==> src/rtl/gscc_cfg.svh <==
// gauge serial command control: offsets, bit positions, reset values, timing counts
// assumes a 200 MHz system clock
`ifndef GSCC_CFG_SVH
`define GSCC_CFG_SVH
`define GSCC_CLK_HZ 200000000
`define GSCC_BAUD_LO 19200
`define GSCC_BAUD_HI 38400
`define GSCC_DIV_LO (`GSCC_CLK_HZ / `GSCC_BAUD_LO)
`define GSCC_DIV_HI (`GSCC_CLK_HZ / `GSCC_BAUD_HI)
`define GSCC_DEGAS_S 120
`define GSCC_DEGAS_CYC (64'(`GSCC_DEGAS_S) * 64'(`GSCC_CLK_HZ))
`define GSCC_BEAT_MS 500
`define GSCC_BEAT_CYC (`GSCC_BEAT_MS * (`GSCC_CLK_HZ / 1000))
`define GSCC_ADJ_CYC 1000
`define GSCC_CTRL_RESET 16'h0009
`define GSCC_B_AUTO 0
`define GSCC_B_THERM 1
`define GSCC_B_ION 2
`define GSCC_B_ACATH 3
`define GSCC_B_CAT1 4
`define GSCC_B_CAT2 5
`define GSCC_B_DEGAS 6
`define GSCC_B_LOWI 7
`define GSCC_B_SPMAN 8
`define GSCC_B_SPLVL 9
`define GSCC_B_SPPRS 10
`define GSCC_B_EXT 11
`define GSCC_B_ERR 12
`define GSCC_B_ZERO 13
`define GSCC_B_ATM 14
`define GSCC_B_BEAT 15
`define GSCC_CH_CR 8'h0d
`define GSCC_CH_US 8'h5f
`define GSCC_RBUF 12
`define GSCC_TBUF 16
`endif

==> src/rtl/gscc_pkg.sv <==
// gauge serial command control: shared types
// assumes gscc_cfg.svh for numbers
`default_nettype none
package gscc_pkg;
  typedef struct packed {
    logic [7:0] mant_int;
    logic [7:0] mant_f1;
    logic [7:0] mant_f2;
    logic exp_neg;
    logic [7:0] exp_d1;
    logic [7:0] exp_d0;
  } gscc_press_t;
  typedef enum logic [1:0] {
    GSCC_IDLE = 2'b00,
    GSCC_EXEC = 2'b01,
    GSCC_SEND = 2'b10
  } gscc_state_t;
endpackage
`default_nettype wire

==> src/rtl/gscc_top.sv <==
// gauge serial command control: uart framing, command parse, control and status words
// assumes synchronous rx line, pressure digits as ascii from the measuring front end
//
// What this block does
// frames are 8 data bits, no parity, 1 stop, 19200 or 38400 baud.
// commands and replies end with a carriage return.
// read-pressure command returns status prefix then pressure value.
// prefix P thermal, I1/I2 ion cathode, D degassing, E error.
// pressure as mantissa, E, sign character, two exponent digits.
// underscore separates command from argument and prefix from value.
// control word arrives as four hex digits; 0009 means full auto.
// bit 0 auto branch; bits 1,2 only when bit 0 clear.
// bit 3 auto cathode; bits 4,5 manual only with thermal branch active; bit 5 alone, with bits 3,4 clear, is also taken with the ion branch active.
// bit 6 starts degassing, ended automatically after 2 minutes.
// bit 7 selects low ion emission current.
// jumper one closed, bit 8 gives manual set-point, bit 9 level.
// jumper one closed, bit 8 clear, bit 10 follows pressure condition.
// bit 12 clears ion error, accepted only with bit 1 set, bit 0 clear.
// bits 13, 14 start thermal vacuum zero and atmosphere adjustment.
// 0021 gives auto branch with cathode two; 0049 starts degas.
// status command returns 16-bit status as four hex digits.
// status bits 1,2 branch-only; bits 3 to 7 mirror cathode, degas, emission.
// status bit 9 shows set-point output level, 1 meaning 24 V.
// status bit 10 set while set-point function or degas output active.
// status bit 11 external control; bit 12 latched ion error.
// status bits 13, 14 set while adjustments run.
// status bit 15 toggles every 500 ms as heartbeat.
`include "gscc_cfg.svh"
`timescale 1ns/100ps
`default_nettype none
module gscc_top import gscc_pkg::*; (
  // clock and reset
  input wire logic sys_clk_in,
  input wire logic rst_n_in,
  // serial link
  input wire logic rx_in,
  output logic tx_out,
  // configuration and front end
  input wire logic baud_high_in,
  input wire logic setpoint_jumper_one_in,
  input wire logic external_control_on_in,
  input wire logic ion_branch_active_in,
  input wire logic ion_error_in,
  input wire logic setpoint_pressure_met_in,
  input wire gscc_press_t pressure_in,
  // gauge controls
  output logic [15:0] gauge_control_out,
  output logic setpoint_output_level_out
);
  // -----------------------------------------------------------------
  // helpers
  // -----------------------------------------------------------------
  function automatic logic [7:0] hex_char(input logic [3:0] n);
    hex_char = (n < 4'ha) ? (8'h30 + {4'h0, n}) : (8'h37 + {4'h0, n});
  endfunction
  function automatic logic [4:0] hex_val(input logic [7:0] c);
    if (c >= 8'h30 && c <= 8'h39) hex_val = {1'b1, c[3:0]};
    else if ((c | 8'h20) >= 8'h61 && (c | 8'h20) <= 8'h66) hex_val = {1'b1, c[3:0] + 4'h9};
    else hex_val = 5'h00;
  endfunction

  // -----------------------------------------------------------------
  // baud timing
  // -----------------------------------------------------------------
  logic [15:0] div_w;
  assign div_w = baud_high_in ? 16'(`GSCC_DIV_HI) : 16'(`GSCC_DIV_LO);

  // -----------------------------------------------------------------
  // receiver
  // -----------------------------------------------------------------
  logic [15:0] rx_cnt_q;
  logic [3:0] rx_bit_q;
  logic [7:0] rx_sh_q;
  logic rx_busy_q;
  logic rx_stb_q;
  always_ff @(posedge sys_clk_in) begin
    rx_stb_q <= 1'b0;
    if (!rst_n_in) begin
      rx_cnt_q <= 16'h0000;
      rx_bit_q <= 4'h0;
      rx_sh_q <= 8'h00;
      rx_busy_q <= 1'b0;
    end else if (!rx_busy_q) begin
      if (!rx_in) begin
        rx_busy_q <= 1'b1;
        rx_cnt_q <= {1'b0, div_w[15:1]}; // sample mid-bit
        rx_bit_q <= 4'h0;
      end
    end else if (rx_cnt_q != 16'h0000) begin
      rx_cnt_q <= rx_cnt_q - 16'h0001;
    end else begin
      rx_cnt_q <= div_w - 16'h0001;
      rx_bit_q <= rx_bit_q + 4'h1;
      if (rx_bit_q == 4'h0 && rx_in) rx_busy_q <= 1'b0; // glitch, not a start bit
      else if (rx_bit_q >= 4'h1 && rx_bit_q <= 4'h8) rx_sh_q <= {rx_in, rx_sh_q[7:1]};
      else if (rx_bit_q == 4'h9) begin
        rx_busy_q <= 1'b0;
        rx_stb_q <= rx_in; // framing error drops the byte
      end
    end
  end

  // -----------------------------------------------------------------
  // command line buffer
  // -----------------------------------------------------------------
  logic [7:0] line_q [`GSCC_RBUF];
  logic [3:0] len_q;
  logic line_done_q;
  gscc_state_t st_q;
  always_ff @(posedge sys_clk_in) begin
    line_done_q <= 1'b0;
    if (!rst_n_in) begin
      len_q <= 4'h0;
    end else if (rx_stb_q) begin
      if (rx_sh_q == `GSCC_CH_CR) begin
        line_done_q <= (st_q == GSCC_IDLE);
      end else if (len_q < 4'(`GSCC_RBUF)) begin
        line_q[len_q] <= rx_sh_q;
        len_q <= len_q + 4'h1;
      end
    end else if (line_done_q) begin
      len_q <= 4'h0;
    end
  end

  // -----------------------------------------------------------------
  // command decode
  // -----------------------------------------------------------------
  logic is_rv, is_rs, is_sc;
  logic [15:0] arg_w;
  logic arg_ok;
  logic [4:0] h0, h1, h2, h3;
  assign is_rv = len_q == 4'h2 && line_q[0] == 8'h52 && line_q[1] == 8'h56;
  assign is_rs = len_q == 4'h2 && line_q[0] == 8'h52 && line_q[1] == 8'h53;
  assign h0 = hex_val(line_q[3]);
  assign h1 = hex_val(line_q[4]);
  assign h2 = hex_val(line_q[5]);
  assign h3 = hex_val(line_q[6]);
  assign arg_ok = h0[4] & h1[4] & h2[4] & h3[4];
  assign arg_w = {h0[3:0], h1[3:0], h2[3:0], h3[3:0]};
  assign is_sc = len_q == 4'h7 && line_q[0] == 8'h53 && line_q[1] == 8'h43
    && line_q[2] == `GSCC_CH_US && arg_ok;

  // -----------------------------------------------------------------
  // control word
  // -----------------------------------------------------------------
  logic [15:0] ctrl_q;
  logic [35:0] degas_q;
  logic [15:0] zero_q, atm_q;
  logic err_q;
  logic degas_on, zero_on, atm_on;
  assign degas_on = degas_q != 36'h0;
  assign zero_on = zero_q != 16'h0;
  assign atm_on = atm_q != 16'h0;
  always_ff @(posedge sys_clk_in) begin
    if (!rst_n_in) begin
      ctrl_q <= `GSCC_CTRL_RESET;
    end else if (line_done_q && is_sc) begin
      ctrl_q <= arg_w;
      if (arg_w[`GSCC_B_AUTO]) ctrl_q[`GSCC_B_ION:`GSCC_B_THERM] <= 2'b00;
      if (arg_w[`GSCC_B_ACATH] || ion_branch_active_in)
        ctrl_q[`GSCC_B_CAT2:`GSCC_B_CAT1] <= ctrl_q[`GSCC_B_CAT2:`GSCC_B_CAT1];
      else if (arg_w[`GSCC_B_CAT1] && arg_w[`GSCC_B_CAT2])
        ctrl_q[`GSCC_B_CAT2] <= 1'b0; // exclusive, cathode one wins
      if (!arg_w[`GSCC_B_ACATH] && !arg_w[`GSCC_B_CAT1] && arg_w[`GSCC_B_CAT2])
        ctrl_q[`GSCC_B_CAT2] <= 1'b1;
      ctrl_q[`GSCC_B_DEGAS] <= 1'b0;
      ctrl_q[`GSCC_B_ERR] <= 1'b0;
      ctrl_q[`GSCC_B_ZERO] <= 1'b0;
      ctrl_q[`GSCC_B_ATM] <= 1'b0;
      ctrl_q[`GSCC_B_EXT] <= 1'b0;
      ctrl_q[`GSCC_B_BEAT] <= 1'b0;
    end
  end

  // degas and adjustment timers, one-shot on command
  always_ff @(posedge sys_clk_in) begin
    if (!rst_n_in) begin
      degas_q <= 36'h0;
      zero_q <= 16'h0;
      atm_q <= 16'h0;
    end else begin
      if (line_done_q && is_sc && arg_w[`GSCC_B_DEGAS]) degas_q <= 36'(`GSCC_DEGAS_CYC);
      else if (degas_on) degas_q <= degas_q - 36'h1;
      if (line_done_q && is_sc && arg_w[`GSCC_B_ZERO]) zero_q <= 16'(`GSCC_ADJ_CYC);
      else if (zero_on) zero_q <= zero_q - 16'h1;
      if (line_done_q && is_sc && arg_w[`GSCC_B_ATM]) atm_q <= 16'(`GSCC_ADJ_CYC);
      else if (atm_on) atm_q <= atm_q - 16'h1;
    end
  end

  // ion error latch: new error wins over clear
  always_ff @(posedge sys_clk_in) begin
    if (!rst_n_in) err_q <= 1'b0;
    else if (ion_error_in) err_q <= 1'b1;
    else if (line_done_q && is_sc && arg_w[`GSCC_B_ERR] && ctrl_q[`GSCC_B_THERM]
      && !ctrl_q[`GSCC_B_AUTO]) err_q <= 1'b0;
  end

  // set-point output
  logic sp_d;
  always_comb begin
    sp_d = 1'b0;
    if (setpoint_jumper_one_in) begin
      if (ctrl_q[`GSCC_B_SPMAN]) sp_d = ctrl_q[`GSCC_B_SPLVL];
      else if (ctrl_q[`GSCC_B_SPPRS]) sp_d = setpoint_pressure_met_in;
    end
  end
  always_ff @(posedge sys_clk_in) begin
    if (!rst_n_in) begin
      setpoint_output_level_out <= 1'b0;
      gauge_control_out <= `GSCC_CTRL_RESET;
    end else begin
      setpoint_output_level_out <= sp_d;
      gauge_control_out <= {1'b0, atm_on, zero_on, 2'b00, ctrl_q[10:7], degas_on, ctrl_q[5:0]};
    end
  end

  // -----------------------------------------------------------------
  // heartbeat
  // -----------------------------------------------------------------
  logic [27:0] beat_cnt_q;
  logic beat_q;
  always_ff @(posedge sys_clk_in) begin
    if (!rst_n_in) begin
      beat_cnt_q <= 28'h0;
      beat_q <= 1'b0;
    end else if (beat_cnt_q == 28'(`GSCC_BEAT_CYC - 1)) begin
      beat_cnt_q <= 28'h0;
      beat_q <= ~beat_q;
    end else beat_cnt_q <= beat_cnt_q + 28'h1;
  end

  // -----------------------------------------------------------------
  // status word
  // -----------------------------------------------------------------
  logic [15:0] stat_w;
  assign stat_w = {beat_q, atm_on, zero_on, err_q, external_control_on_in,
    ctrl_q[`GSCC_B_SPPRS] | degas_on, setpoint_output_level_out,
    ctrl_q[`GSCC_B_SPMAN], ctrl_q[`GSCC_B_LOWI], degas_on,
    ctrl_q[`GSCC_B_CAT2], // cathode one is in use unless two was chosen
    ctrl_q[`GSCC_B_CAT1] | ~ctrl_q[`GSCC_B_CAT2], ctrl_q[`GSCC_B_ACATH],
    ion_branch_active_in, ~ion_branch_active_in, ctrl_q[`GSCC_B_AUTO]};

  // -----------------------------------------------------------------
  // reply builder and transmitter
  // -----------------------------------------------------------------
  logic [7:0] tb_q [`GSCC_TBUF];
  logic [4:0] tlen_q, tidx_q;
  logic [15:0] tx_cnt_q;
  logic [3:0] tx_bit_q;
  logic [9:0] tx_sh_q;
  logic [7:0] pfx0, pfx1;
  always_comb begin
    pfx1 = 8'h00;
    if (err_q) pfx0 = 8'h45;
    else if (degas_on) pfx0 = 8'h44;
    else if (ion_branch_active_in) begin
      pfx0 = 8'h49;
      pfx1 = ctrl_q[`GSCC_B_CAT2] ? 8'h32 : 8'h31;
    end else pfx0 = 8'h50;
  end
  always_ff @(posedge sys_clk_in) begin
    if (!rst_n_in) begin
      st_q <= GSCC_IDLE;
      tlen_q <= 5'h0;
      tidx_q <= 5'h0;
      tx_cnt_q <= 16'h0;
      tx_bit_q <= 4'h0;
      tx_sh_q <= 10'h3ff;
      tx_out <= 1'b1;
    end else begin
      tx_out <= tx_sh_q[0];
      case (st_q)
        GSCC_IDLE: begin
          if (line_done_q && is_rv) begin
            tb_q[0] <= pfx0;
            if (pfx1 != 8'h00) begin
              tb_q[1] <= pfx1;
              tb_q[2] <= `GSCC_CH_US;
              tb_q[3] <= pressure_in.mant_int;
              tb_q[4] <= 8'h2e;
              tb_q[5] <= pressure_in.mant_f1;
              tb_q[6] <= pressure_in.mant_f2;
              tb_q[7] <= 8'h45;
              tb_q[8] <= pressure_in.exp_neg ? 8'h2d : 8'h2b;
              tb_q[9] <= pressure_in.exp_d1;
              tb_q[10] <= pressure_in.exp_d0;
              tb_q[11] <= `GSCC_CH_CR;
              tlen_q <= 5'd12;
            end else begin
              tb_q[1] <= `GSCC_CH_US;
              tb_q[2] <= pressure_in.mant_int;
              tb_q[3] <= 8'h2e;
              tb_q[4] <= pressure_in.mant_f1;
              tb_q[5] <= pressure_in.mant_f2;
              tb_q[6] <= 8'h45;
              tb_q[7] <= pressure_in.exp_neg ? 8'h2d : 8'h2b;
              tb_q[8] <= pressure_in.exp_d1;
              tb_q[9] <= pressure_in.exp_d0;
              tb_q[10] <= `GSCC_CH_CR;
              tlen_q <= 5'd11;
            end
            tidx_q <= 5'h0;
            st_q <= GSCC_SEND;
          end else if (line_done_q && is_rs) begin
            tb_q[0] <= hex_char(stat_w[15:12]);
            tb_q[1] <= hex_char(stat_w[11:8]);
            tb_q[2] <= hex_char(stat_w[7:4]);
            tb_q[3] <= hex_char(stat_w[3:0]);
            tb_q[4] <= `GSCC_CH_CR;
            tlen_q <= 5'd5;
            tidx_q <= 5'h0;
            st_q <= GSCC_SEND;
          end
        end
        GSCC_SEND: begin
          if (tx_bit_q == 4'h0) begin
            if (tidx_q == tlen_q) st_q <= GSCC_IDLE;
            else begin
              tx_sh_q <= {1'b1, tb_q[tidx_q[3:0]], 1'b0};
              tidx_q <= tidx_q + 5'h1;
              tx_bit_q <= 4'ha;
              tx_cnt_q <= div_w - 16'h1;
            end
          end else if (tx_cnt_q != 16'h0) tx_cnt_q <= tx_cnt_q - 16'h1;
          else begin
            tx_cnt_q <= div_w - 16'h1;
            tx_bit_q <= tx_bit_q - 4'h1;
            tx_sh_q <= {1'b1, tx_sh_q[9:1]};
          end
        end
        default: st_q <= GSCC_IDLE;
      endcase
    end
  end
endmodule // gscc_top
`default_nettype wire

==> config.mk <==
export PLATFORM = sky130hd
export DESIGN_NAME = gscc_top
export DESIGN_NICKNAME = d
export VERILOG_FILES = /design/src/rtl/gscc_pkg.sv /design/src/rtl/gscc_top.sv
export VERILOG_INCLUDE_DIRS = /design/src /design/src/rtl
export SDC_FILE = /design/constraint.sdc
export NUM_CORES = 1
export LEC_CHECK = 0
export ABC_CLOCK_PERIOD_IN_PS = 3810
export BUFFER_PORTS_ARGS = -buffer_cell sky130_fd_sc_hd__buf_2
export CORE_ASPECT_RATIO = 1.25
export CORE_MARGIN = 2
export CORE_UTILIZATION = 62
export CTS_CLUSTER_DIAMETER = 40
export CTS_CLUSTER_SIZE = 10
export DETAILED_ROUTE_END_ITERATION = 10
export HOLD_SLACK_MARGIN = 0.12
export PLACE_DENSITY = 0.8
export SETUP_SLACK_MARGIN = 0.3
export SYNTH_ARGS = -nofsm -noshare
export SYNTH_HDL_FRONTEND = slang
export SYNTH_SLANG_ARGS = --single-unit
export TNS_END_PERCENT = 20
==> constraint.sdc <==
create_clock -name sys_clk_in -period 3.81 [get_ports sys_clk_in]
set_input_delay 0.381 -clock sys_clk_in [delete_from_list [all_inputs] [get_ports sys_clk_in]]
set_output_delay 0.381 -clock sys_clk_in [all_outputs]
set_load 0.005 [all_outputs]
Word level (Yosys, flattened, before mapping) --
Memories as Yosys holds them, arrays and structs flattened. A register that Yosys moved wholly into a read port is not among the register bits. Index checks and enable logic that the tools add are counted.
Operators by class: eq/ne operators 24, bitwise gates (word level) 29, add/sub/neg operators 23, mux-type cells 114, order comparisons 23, reductions and logical operators 66
Operators with widths (count):
- $mux 8 | 15
- $mux 16 | 6
- $mux 5 | 17
- $mux 10 | 7
- $mux 35 | 2
- $reduce_bool 16->1 | 4
- $sub 16x1->16 const B | 4
- $add 6x4->7 const A | 8
- $eq 8x7->1 const B | 6
- $mux 4 | 12
- $mux 1 | 37
- $reduce_bool 36->1 | 1
- $sub 36x1->36 const B | 1
- $ge 8x6->1 const B | 4
- $ge 8x7->1 const B | 4
- $le 8x6->1 const B | 4
- $le 8x7->1 const B | 4
- $logic_and 1x1->1 | 29
- $add 28x1->28 const B | 1
- $eq 28x27->1 const B | 1
- $mux 7 | 4
- $lt 4x4->1 const B | 5
- $mux 6 | 3
- $or 1x1->1 | 17
- 34 further kinds | 83
Word-level totals: RAM bits 224, input bits 50, word-level logic and storage cells 310, memories 2, output and inout port bits 18, register bits 203
Memory list:
- tb_q | depth 16, width 8, read ports 1, clocked after Yosys merged registers in 1, wr ports 12, RTL line gscc_top.sv:248 | logic [7:0] tb_q [`GSCC_TBUF];
- line_q | depth 12, width 8, read ports 7, clocked after Yosys merged registers in 0, wr ports 1, RTL line gscc_top.sv:106 | logic [7:0] line_q [`GSCC_RBUF];

Depth between registers and ports, before layout --
Gate-level depths: netlist of run 1. An unclocked memory read counts as a cell.
word-level depth 15, gate-level depth with buffers 11, mapped depth without buffers 11

Worst setup path after synthesis of run 1 --
OpenSTA, ideal clock, no wires.
kind register to register, start point register len_q[0], end point memory tb_q[6][0], library setup time 0.119 ns, stages on the path, launching flop included 10, path buffers 1, required time 3.691 ns, arrival 3.122 ns, setup slack 0.569 ns, clock period less this slack 3.241 ns, path through dfxtp_1 -> inv_1 -> ha_1 -> nor4b_1 -> and4_1 -> nand4_1 -> inv_1 -> clkbuf_1 -> nand3_1 -> o22a_1
RTL lines:
- start: declaration | RTL line gscc_top.sv:107 | logic [3:0] len_q;
- start signal: assignment | RTL line gscc_top.sv:119 | len_q <= len_q + 4'h1;
- end: declaration | RTL line gscc_top.sv:248

==> results of run 1 <==
-- final timing paths --
| path | startpoint | to | slack (ps) |
|---|---|---|---|
| setup / recovery | len_q[0]$_SDFFE_PN0P_ | tb_q[9][5]$_DFFE_PP_ | 570 |
| hold reg to reg | tx_sh_q[0]$_SDFFE_PN1P_ | tx_out$_SDFF_PN1_ | 450 |
| hold / removal | pressure_in[22] | tb_q[6][5]$_SDFFE_PP0P_ | 120 |
| setup reg to reg | len_q[0]$_SDFFE_PN0P_ | tb_q[9][5]$_DFFE_PP_ | 570 |
-- kinds of logic (layout without fill, tap and decap cells) --
logic type | count (synthesis) | count (layout) | share of synthesized area (%)
flip-flops | 339 | 339 | 50.9
XOR/XNOR | 91 | 91 | 5.08
buffers and inverters | 117 | 228 | 2.92
multiplexers | 55 | 55 | 4.48
AND/OR/NAND/NOR | 633 | 633 | 20.6
other | 1 | 3 | 0.0239
AO/OA/AOI/OAI | 322 | 322 | 13.2
adder cells (fa/ha/maj) | 35 | 35 | 2.79
-- power groups by stage --
| stage | Clock [mW] | Sequential (mW) | Combinational, mW |
|---|---|---|---|
| after floorplan | 0 | 4.36 | 2.16 |
| after global placement | 0 | 4.42 | 2.73 |
| after detailed placement | 0 | 4.43 | 2.80 |
| after CTS | 3.90 | 4.37 | 2.84 |
| after global routing | 4.06 | 4.41 | 3.19 |
| final | 3.86 | 4.38 | 2.87 |
-- flip-flops by register name, summed over array words and instances (netlist names), 4 cells and up, named ones only --
signal             count
tb_q                  82
line_q                56
degas_q               36
beat_cnt_q            28
atm_q                 16
rx_cnt_q              16
tx_cnt_q              16
zero_q                16
gauge_control_out     13
ctrl_q                10
tx_sh_q                9
rx_sh_q                8
tidx_q                 5
len_q                  4
rx_bit_q               4
tlen_q                 4
tx_bit_q               4
-- critical path: cells and delay by family, from the launching register on --
family / cells / cell delay (ps)
DFF: 1 / 360
and+or+nand+nor: 3 / 920
AOI/OAI and AO/OA: 1 / 670
muxes: 1 / 370
buffers and inverters: 2 / 490
adders and majority gates: 1 / 190
-- final cells by class --
| type | instances | area (um2) | share of cell area (%) |
|---|---|---|---|
| Clock buffer | 68 | 1330 | 7.42 |
| Multi-Input combinational cell | 1139 | 7270 | 40.6 |
| Inverter | 46 | 173 | 0.965 |
| Tap cell | 335 | 419 | 2.34 |
| Timing Repair Buffer | 108 | 676 | 3.78 |
| Clock inverter | 6 | 37.5 | 0.210 |
| Sequential cell | 339 | 7990 | 44.7 |
-- metrics by stage --
| stage | total power, mW | std cells | hold WS (ps) | setup WS (ps) | area (um2) |
|---|---|---|---|---|---|
| 4_1_cts | 11.1 | 2041 | 122 | 605 | 17900 |
| 6_report | 11.1 | 2041 | 116 | 572 | 17900 |
| 3_5_place_dp | 7.23 | 1957 | 430 | 626 | 16400 |
| 3_3_place_gp | 7.14 | 1957 | 426 | 654 | 16400 |
| 5_1_grt | 11.7 | 2041 | 125 | 399 | 17900 |
| 2_1_floorplan | 6.52 | 1595 | 411 | 569 | 15700 |
-- synth_stat cells, drive strengths merged (5+ instances only) --
cell	instances	area [um2]
nor3b	13	97.6
o22a	6	52.6
or2	5	31.3
nor3	55	275
a211oi	20	150
clkbuf	55	206
and3	15	93.8
or3	19	119
nand2	109	409
o31ai	6	58.8
mux2	21	236
o21a	11	82.6
o21ai	82	410
o2bb2ai	6	52.6
edfxtp	120	3600
a22o	5	43.8
a22oi	5	37.5
nor2b	11	68.8
a21oi	95	475
o22ai	9	56.3
or4b	5	50.1
nand2b	26	163
or4	13	105
mux2i	24	240
buf	16	78.8
nor2	191	717
and2	35	219
xnor2	49	429
o21bai	5	37.5
a311oi	10	87.6
mux4	10	225
nor4	33	213
ha	35	438
inv	44	165
nor4b	11	96.3
a31oi	10	62.6
nand4	23	144
dfxtp	219	4380
o41ai	5	43.8
o211ai	8	60.1
nand4b	7	61.3
nand3	49	245
xor2	42	368
-- timing repair --
| action | CTS | global route |
|---|---|---|
| hold buffers | 10 | 0 |
| gates resized for setup | 0 | 0 |
| endpoints found under the hold margin | 10 | 0 |
-- layer usage --
| metal | vias to the layer above | global-route usage, % | wire [um] |
|---|---|---|---|
| met2 | 447 | 49.9 | 19000 |
| met5 | - | 0 | 0 |
| met3 | 93 | 4.57 | 2320 |
| li1 | 5996 | - | - |
| met1 | 5968 | 33.2 | 14500 |
| met4 | 0 | 11.4 | 1240 |
==> out/metrics.cfg, run 1 <==
[critical_path]
worstPathRequired_ps = 4090
critPathLaunchType = flop
worst-r2r-cell-count = 8
slowest_delay_ps = 670
critical_path_arrival_ps = 3510
crit_path_end_kind = flop
crit_fanout = 16
crit_path_top_delay_cell = a21oi_2
critPathKind = flop to flop
crit_path_cell_trace = inv_1 -> ha_1 -> nor4b_1 -> and4_1 -> nand4_1 -> a21oi_2 -> buf_4 -> mux2_2

[power_and_ir_drop]
seqPwrFrac_pct = 39.4
leakagePower_nw = 6.63
pwr-share-comb_pct = 25.8
clkPwrFrac_pct = 34.8
swShare_pct = 31.2
p_sw_mw = 3.47
vdd_drop_max_mv = 0.492
p_int_mw = 7.65
p_per_area_nw_per_um2 = 621

[route]
first_pass_iters = 6
avgRoutedWirePerCell_um = 18.2
vias_per_cell = 6.13
route.detailed.drc = 0
dr_total_vias = 12500
routed_wl_um = 37100
ant_nets = 0
drt_iter0_drc = 886

[global_route]
grt-ovfl-total = 0
first_global_vias = 12200
antenna_found_initial = 0
track_usage_pct = 27.8
grt_pass1_wl_um = 60500
grt_max_degree = 51

[layout]
mostFrequentLayoutCells = 219 x dfxtp_1, 191 x nor2_1, 120 x edfxtp_1, 109 x nand2_1, 94 x a21oi_1
drive_gt1_share_pct = 12.4
nets = 1763
area.growth.synth_to_final_pct = 14.1
final_util_pct = 71.4
layout_commonest_cell = dfxtp_1
fill_cells = 1795
antenna_cells = 0

[sta]
min_period_ps = 3240
rsz0062_at_grt = false
tightest_slew_ps = 879
skew_ps = 19.6
fmax_mhz = 309
final_max_slew_viol_count = 0
setup_tns_ps = 0
finalSetupViolCount = 0
slew_headroom_pct = 40.9
fin_crit_sh_pct = 85.0
hold_viol_final = 0

[synthesis]
async_flop_share_pct = 0
synth_edf_count = 120
yosysUniqueCellTypes = 77
dominantRegCellSynth = dfxtp_1
netlist_instances = 1593
seq_area_frac_synth_pct = 50.9
synth_seq_cells = 339
mappedNetlistArea_um2 = 15700
synth_warnings = 0
synth_area_per_cell_um2 = 9.84

[floorplan]
io_pins = 68
dieArea_um2 = 26600
die_x_um = 146
core_um2 = 25000
die_h_um = 182
start_util_pct = 62.6
placementRows = 65

[cts]
clkTransAtPathRegs_ps = 50
htreeDepth = 2
clk_latency_ps = 530
post-cts-setup-buffers = 0
clock-sinks = 339
cts_made_buffers = 44
cts_max_path_buffers = 3
cts_tree = done
cts_root_buffer = clkbuf_16

[hold_path]
holdPathStages = 2
hold_path.class = input port to flop

[placement]
gp_congestion = 0.904
port_buffers = 64
dp_hpwl_um = 24400

[status]
status = finished, final reports clean

[job]
drv_cap = 0

No activity file was read; power rests on OpenSTA's default activity.
==> run 2: changes to the inputs <==
Settings changed: ABC_AREA from default to 1, ABC_CLOCK_PERIOD_IN_PS 3810 to 2800, CORE_UTILIZATION 62 to 56, PLACE_DENSITY 0.8 to 0.76.
Clock period 3.81 ns to 2.8 ns, I/O delays scaled along.
==> run 2 against run 1 <==
Against the previous run: non-clock buffer count up 39; first-iteration DRC count up 56%; clock power is 39% higher; global-route usage fell by 0.83 points; cell count up 33%; wire length grew 14%; maximum frequency up 35%; largest cell class unchanged; hold slack better by 14 ps.
==> out/metrics.cfg, run 2 <==
[status]
status = finished, final reports clean

[synthesis]
synth.top_cell.area_share_pct = 26.1
yosysTopAreaCell = dfxtp_1
synth_warnings = 0
synth_area_leaders = dfxtp_1 26%, edfxtp_1 21%, nand2_1 9.8%, nor2_1 6.9%, inv_1 5.5%
synth_seq_cells = 339
seq_area_frac_synth_pct = 47.6
synth_area_per_cell_um2 = 7.83
netlist_instances = 2143
synth_edf_count = 120
dominantRegCellSynth = dfxtp_1
yosysUniqueCellTypes = 52
yosysMostFrequentCell = nand2_1
synth_common_cells = 438 x nand2_1, 308 x nor2_1, 244 x inv_1
async_flop_share_pct = 0
mappedNetlistArea_um2 = 16800

[layout]
fill_cells = 2418
mostFrequentLayoutCells = 438 x nand2_1, 308 x nor2_1, 243 x inv_1, 219 x dfxtp_1, 135 x a21oi_1
antenna_cells = 0
multi_input_area_um2 = 7560
nets = 2370
final_util_pct = 66.4
reg_top3 = tb_q x82, line_q x56, degas_q x36
area.growth.synth_to_final_pct = 16.1
largest_reg_flops = 82
drive_gt1_share_pct = 10.4
fin_cells = 2713
regMostFlops = tb_q
regArea_um2 = 7990
layout_commonest_cell = nand2_1

[sta]
min_period_ps = 2400
final_max_slew_viol_count = 0
tightest_slew_ps = 1130
fin_crit_sh_pct = 85.7
setup_tns_ps = 0
hold_viol_final = 0
rsz0062_at_grt = true
slew_headroom_pct = 24.3
setup_ws_ps = 401
finalSetupViolCount = 0
skew_ps = 23.3
fmax_mhz = 417

[critical_path]
crit_family = simple AND/OR/NAND/NOR gates
r2r-end = line_q[2][3]$_DFFE_PP_
crit_path_end_kind = flop
crit_path_top_delay_cell = nor3_1
r2r_slack_ps = 400
slowest_delay_ps = 880
r2r-start = rx_sh_q[2]$_SDFFE_PN0P_
crit_path_cell_trace = inv_1 -> nor4_1 -> nand2_1 -> nand2_1 -> nor2_1 -> inv_1 -> nor3_1
worst-r2r-cell-count = 7
critPathBufInv = 2
critical_path_arrival_ps = 2560
critPathLaunchType = flop
crit_fanout = 9
worstPathRequired_ps = 2960
critPathKind = flop to flop

[hold_path]
hold_path.class = input port to flop
whs_endpoint = tb_q[4][0]$_DFFE_PP_
holdPathStages = 3
worstHoldStart = pressure_in[25]

[global_route]
grt_max_degree = 76
first_global_vias = 14300
grt_pass1_wl_um = 69800
antenna_found_initial = 0
grt-ovfl-total = 0
track_usage_pct = 27.0

[route]
route.detailed.drc = 0
vias_per_cell = 5.50
dr_total_vias = 14900
ant_nets = 0
drt_iter0_drc = 1384
first_pass_iters = 5
routed_wl_um = 42400
avgRoutedWirePerCell_um = 15.6

[cts]
clock-sinks = 339
clkTransAtPathRegs_ps = 60
cts_root_buffer = clkbuf_16
clk_latency_ps = 550
htreeDepth = 2
cts_tree = done
cts_max_path_buffers = 3
cts_made_buffers = 45

[power_and_ir_drop]
fin_total_pwr_mw = 16.5
vdd_drop_max_mv = 0.552
p_per_area_nw_per_um2 = 845
leakagePower_nw = 8.27

[floorplan]
die_h_um = 198
core_um2 = 29300
dieArea_um2 = 31400
placementRows = 70
start_util_pct = 57.2
io_pins = 68
die_x_um = 159

[placement]
gp_congestion = 0.918
post-place-ws_ps = 406
dp_cells = 2584
port_buffers = 64
dp_hpwl_um = 29100

[job]
drv_cap = 0

run 2: worst max-delay path by stage:
stage,from,to,depth (start not counted)
final,rx_sh_q[2]$_SDFFE_PN0P_,line_q[2][3]$_DFFE_PP_,7
after CTS,rx_sh_q[2]$_SDFFE_PN0P_,line_q[2][3]$_DFFE_PP_,7
after detailed placement,len_q[0]$_SDFFE_PN0P_,tb_q[9][4]$_DFFE_PP_,12
after global placement,len_q[0]$_SDFFE_PN0P_,tb_q[9][6]$_DFFE_PP_,12
after floorplan,len_q[0]$_SDFFE_PN0P_,tb_q[2][0]$_DFFE_PP_,11
after global routing,len_q[0]$_SDFFE_PN0P_,tb_q[8][0]$_SDFFCE_PN1P_,10
run 2: layer usage:
metal | GRT usage [%] | routed length (um)
met4 | 10.4 | 1290
met5 | 0 | 0
met1 | 32.5 | 17500
met3 | 3.95 | 2530
met2 | 48.8 | 21100
run 2: logic make-up (layout without fill, tap and decap cells):
logic type | count (synthesis) | in the layout | share of synthesized area [%]
XOR/XNOR | 70 | 70 | 3.65
AND/OR/NAND/NOR | 1062 | 1063 | 28.1
other | 1 | 3 | 0.0224
flip-flops | 339 | 339 | 47.6
adder cells (fa/ha/maj) | 35 | 35 | 2.61
AO/OA/AOI/OAI | 323 | 323 | 10.5
buffers and inverters | 313 | 484 | 7.55
run 2: final cells by class:
class                      count  area share [%]
inverter                     258            4.99
tap                          396            2.54
timing repair buffer         147            5.49
sequential                   339            41.0
clock buffer                  69            6.67
multi-input combinational   1494            38.8
clock inverter                10           0.456
run 2: worst min-delay path, cell delays in order:
cell     delay [ps]
buf_2            70
inv_1            60
o21ai_1         130
run 2: power by group:
group / internal [mW] / switching (mW) / leakage [nW] / total [mW]
sequential: 5.56 / 0.452 / 2.88 / 6.01
clock: 3.27 / 2.07 / 0.676 / 5.35
combinational: 1.83 / 3.26 / 4.71 / 5.10
total: 10.7 / 5.79 / 8.27 / 16.5
run 2: repair_timing:
item,CTS,global route
endpoints found under the setup margin,0,158
endpoints found under the hold margin,66,0
gates resized for setup,0,7
hold buffers,44,0
buffers inserted,0,5
run 2: through the flow:
stage | hold slack, ps | cell area, um2
floorplan | 397 | 16800
global placement | 421 | 17600
detailed placement | 413 | 17600
CTS | 123 | 19400
global route | 123 | 19500
finish | 130 | 19500
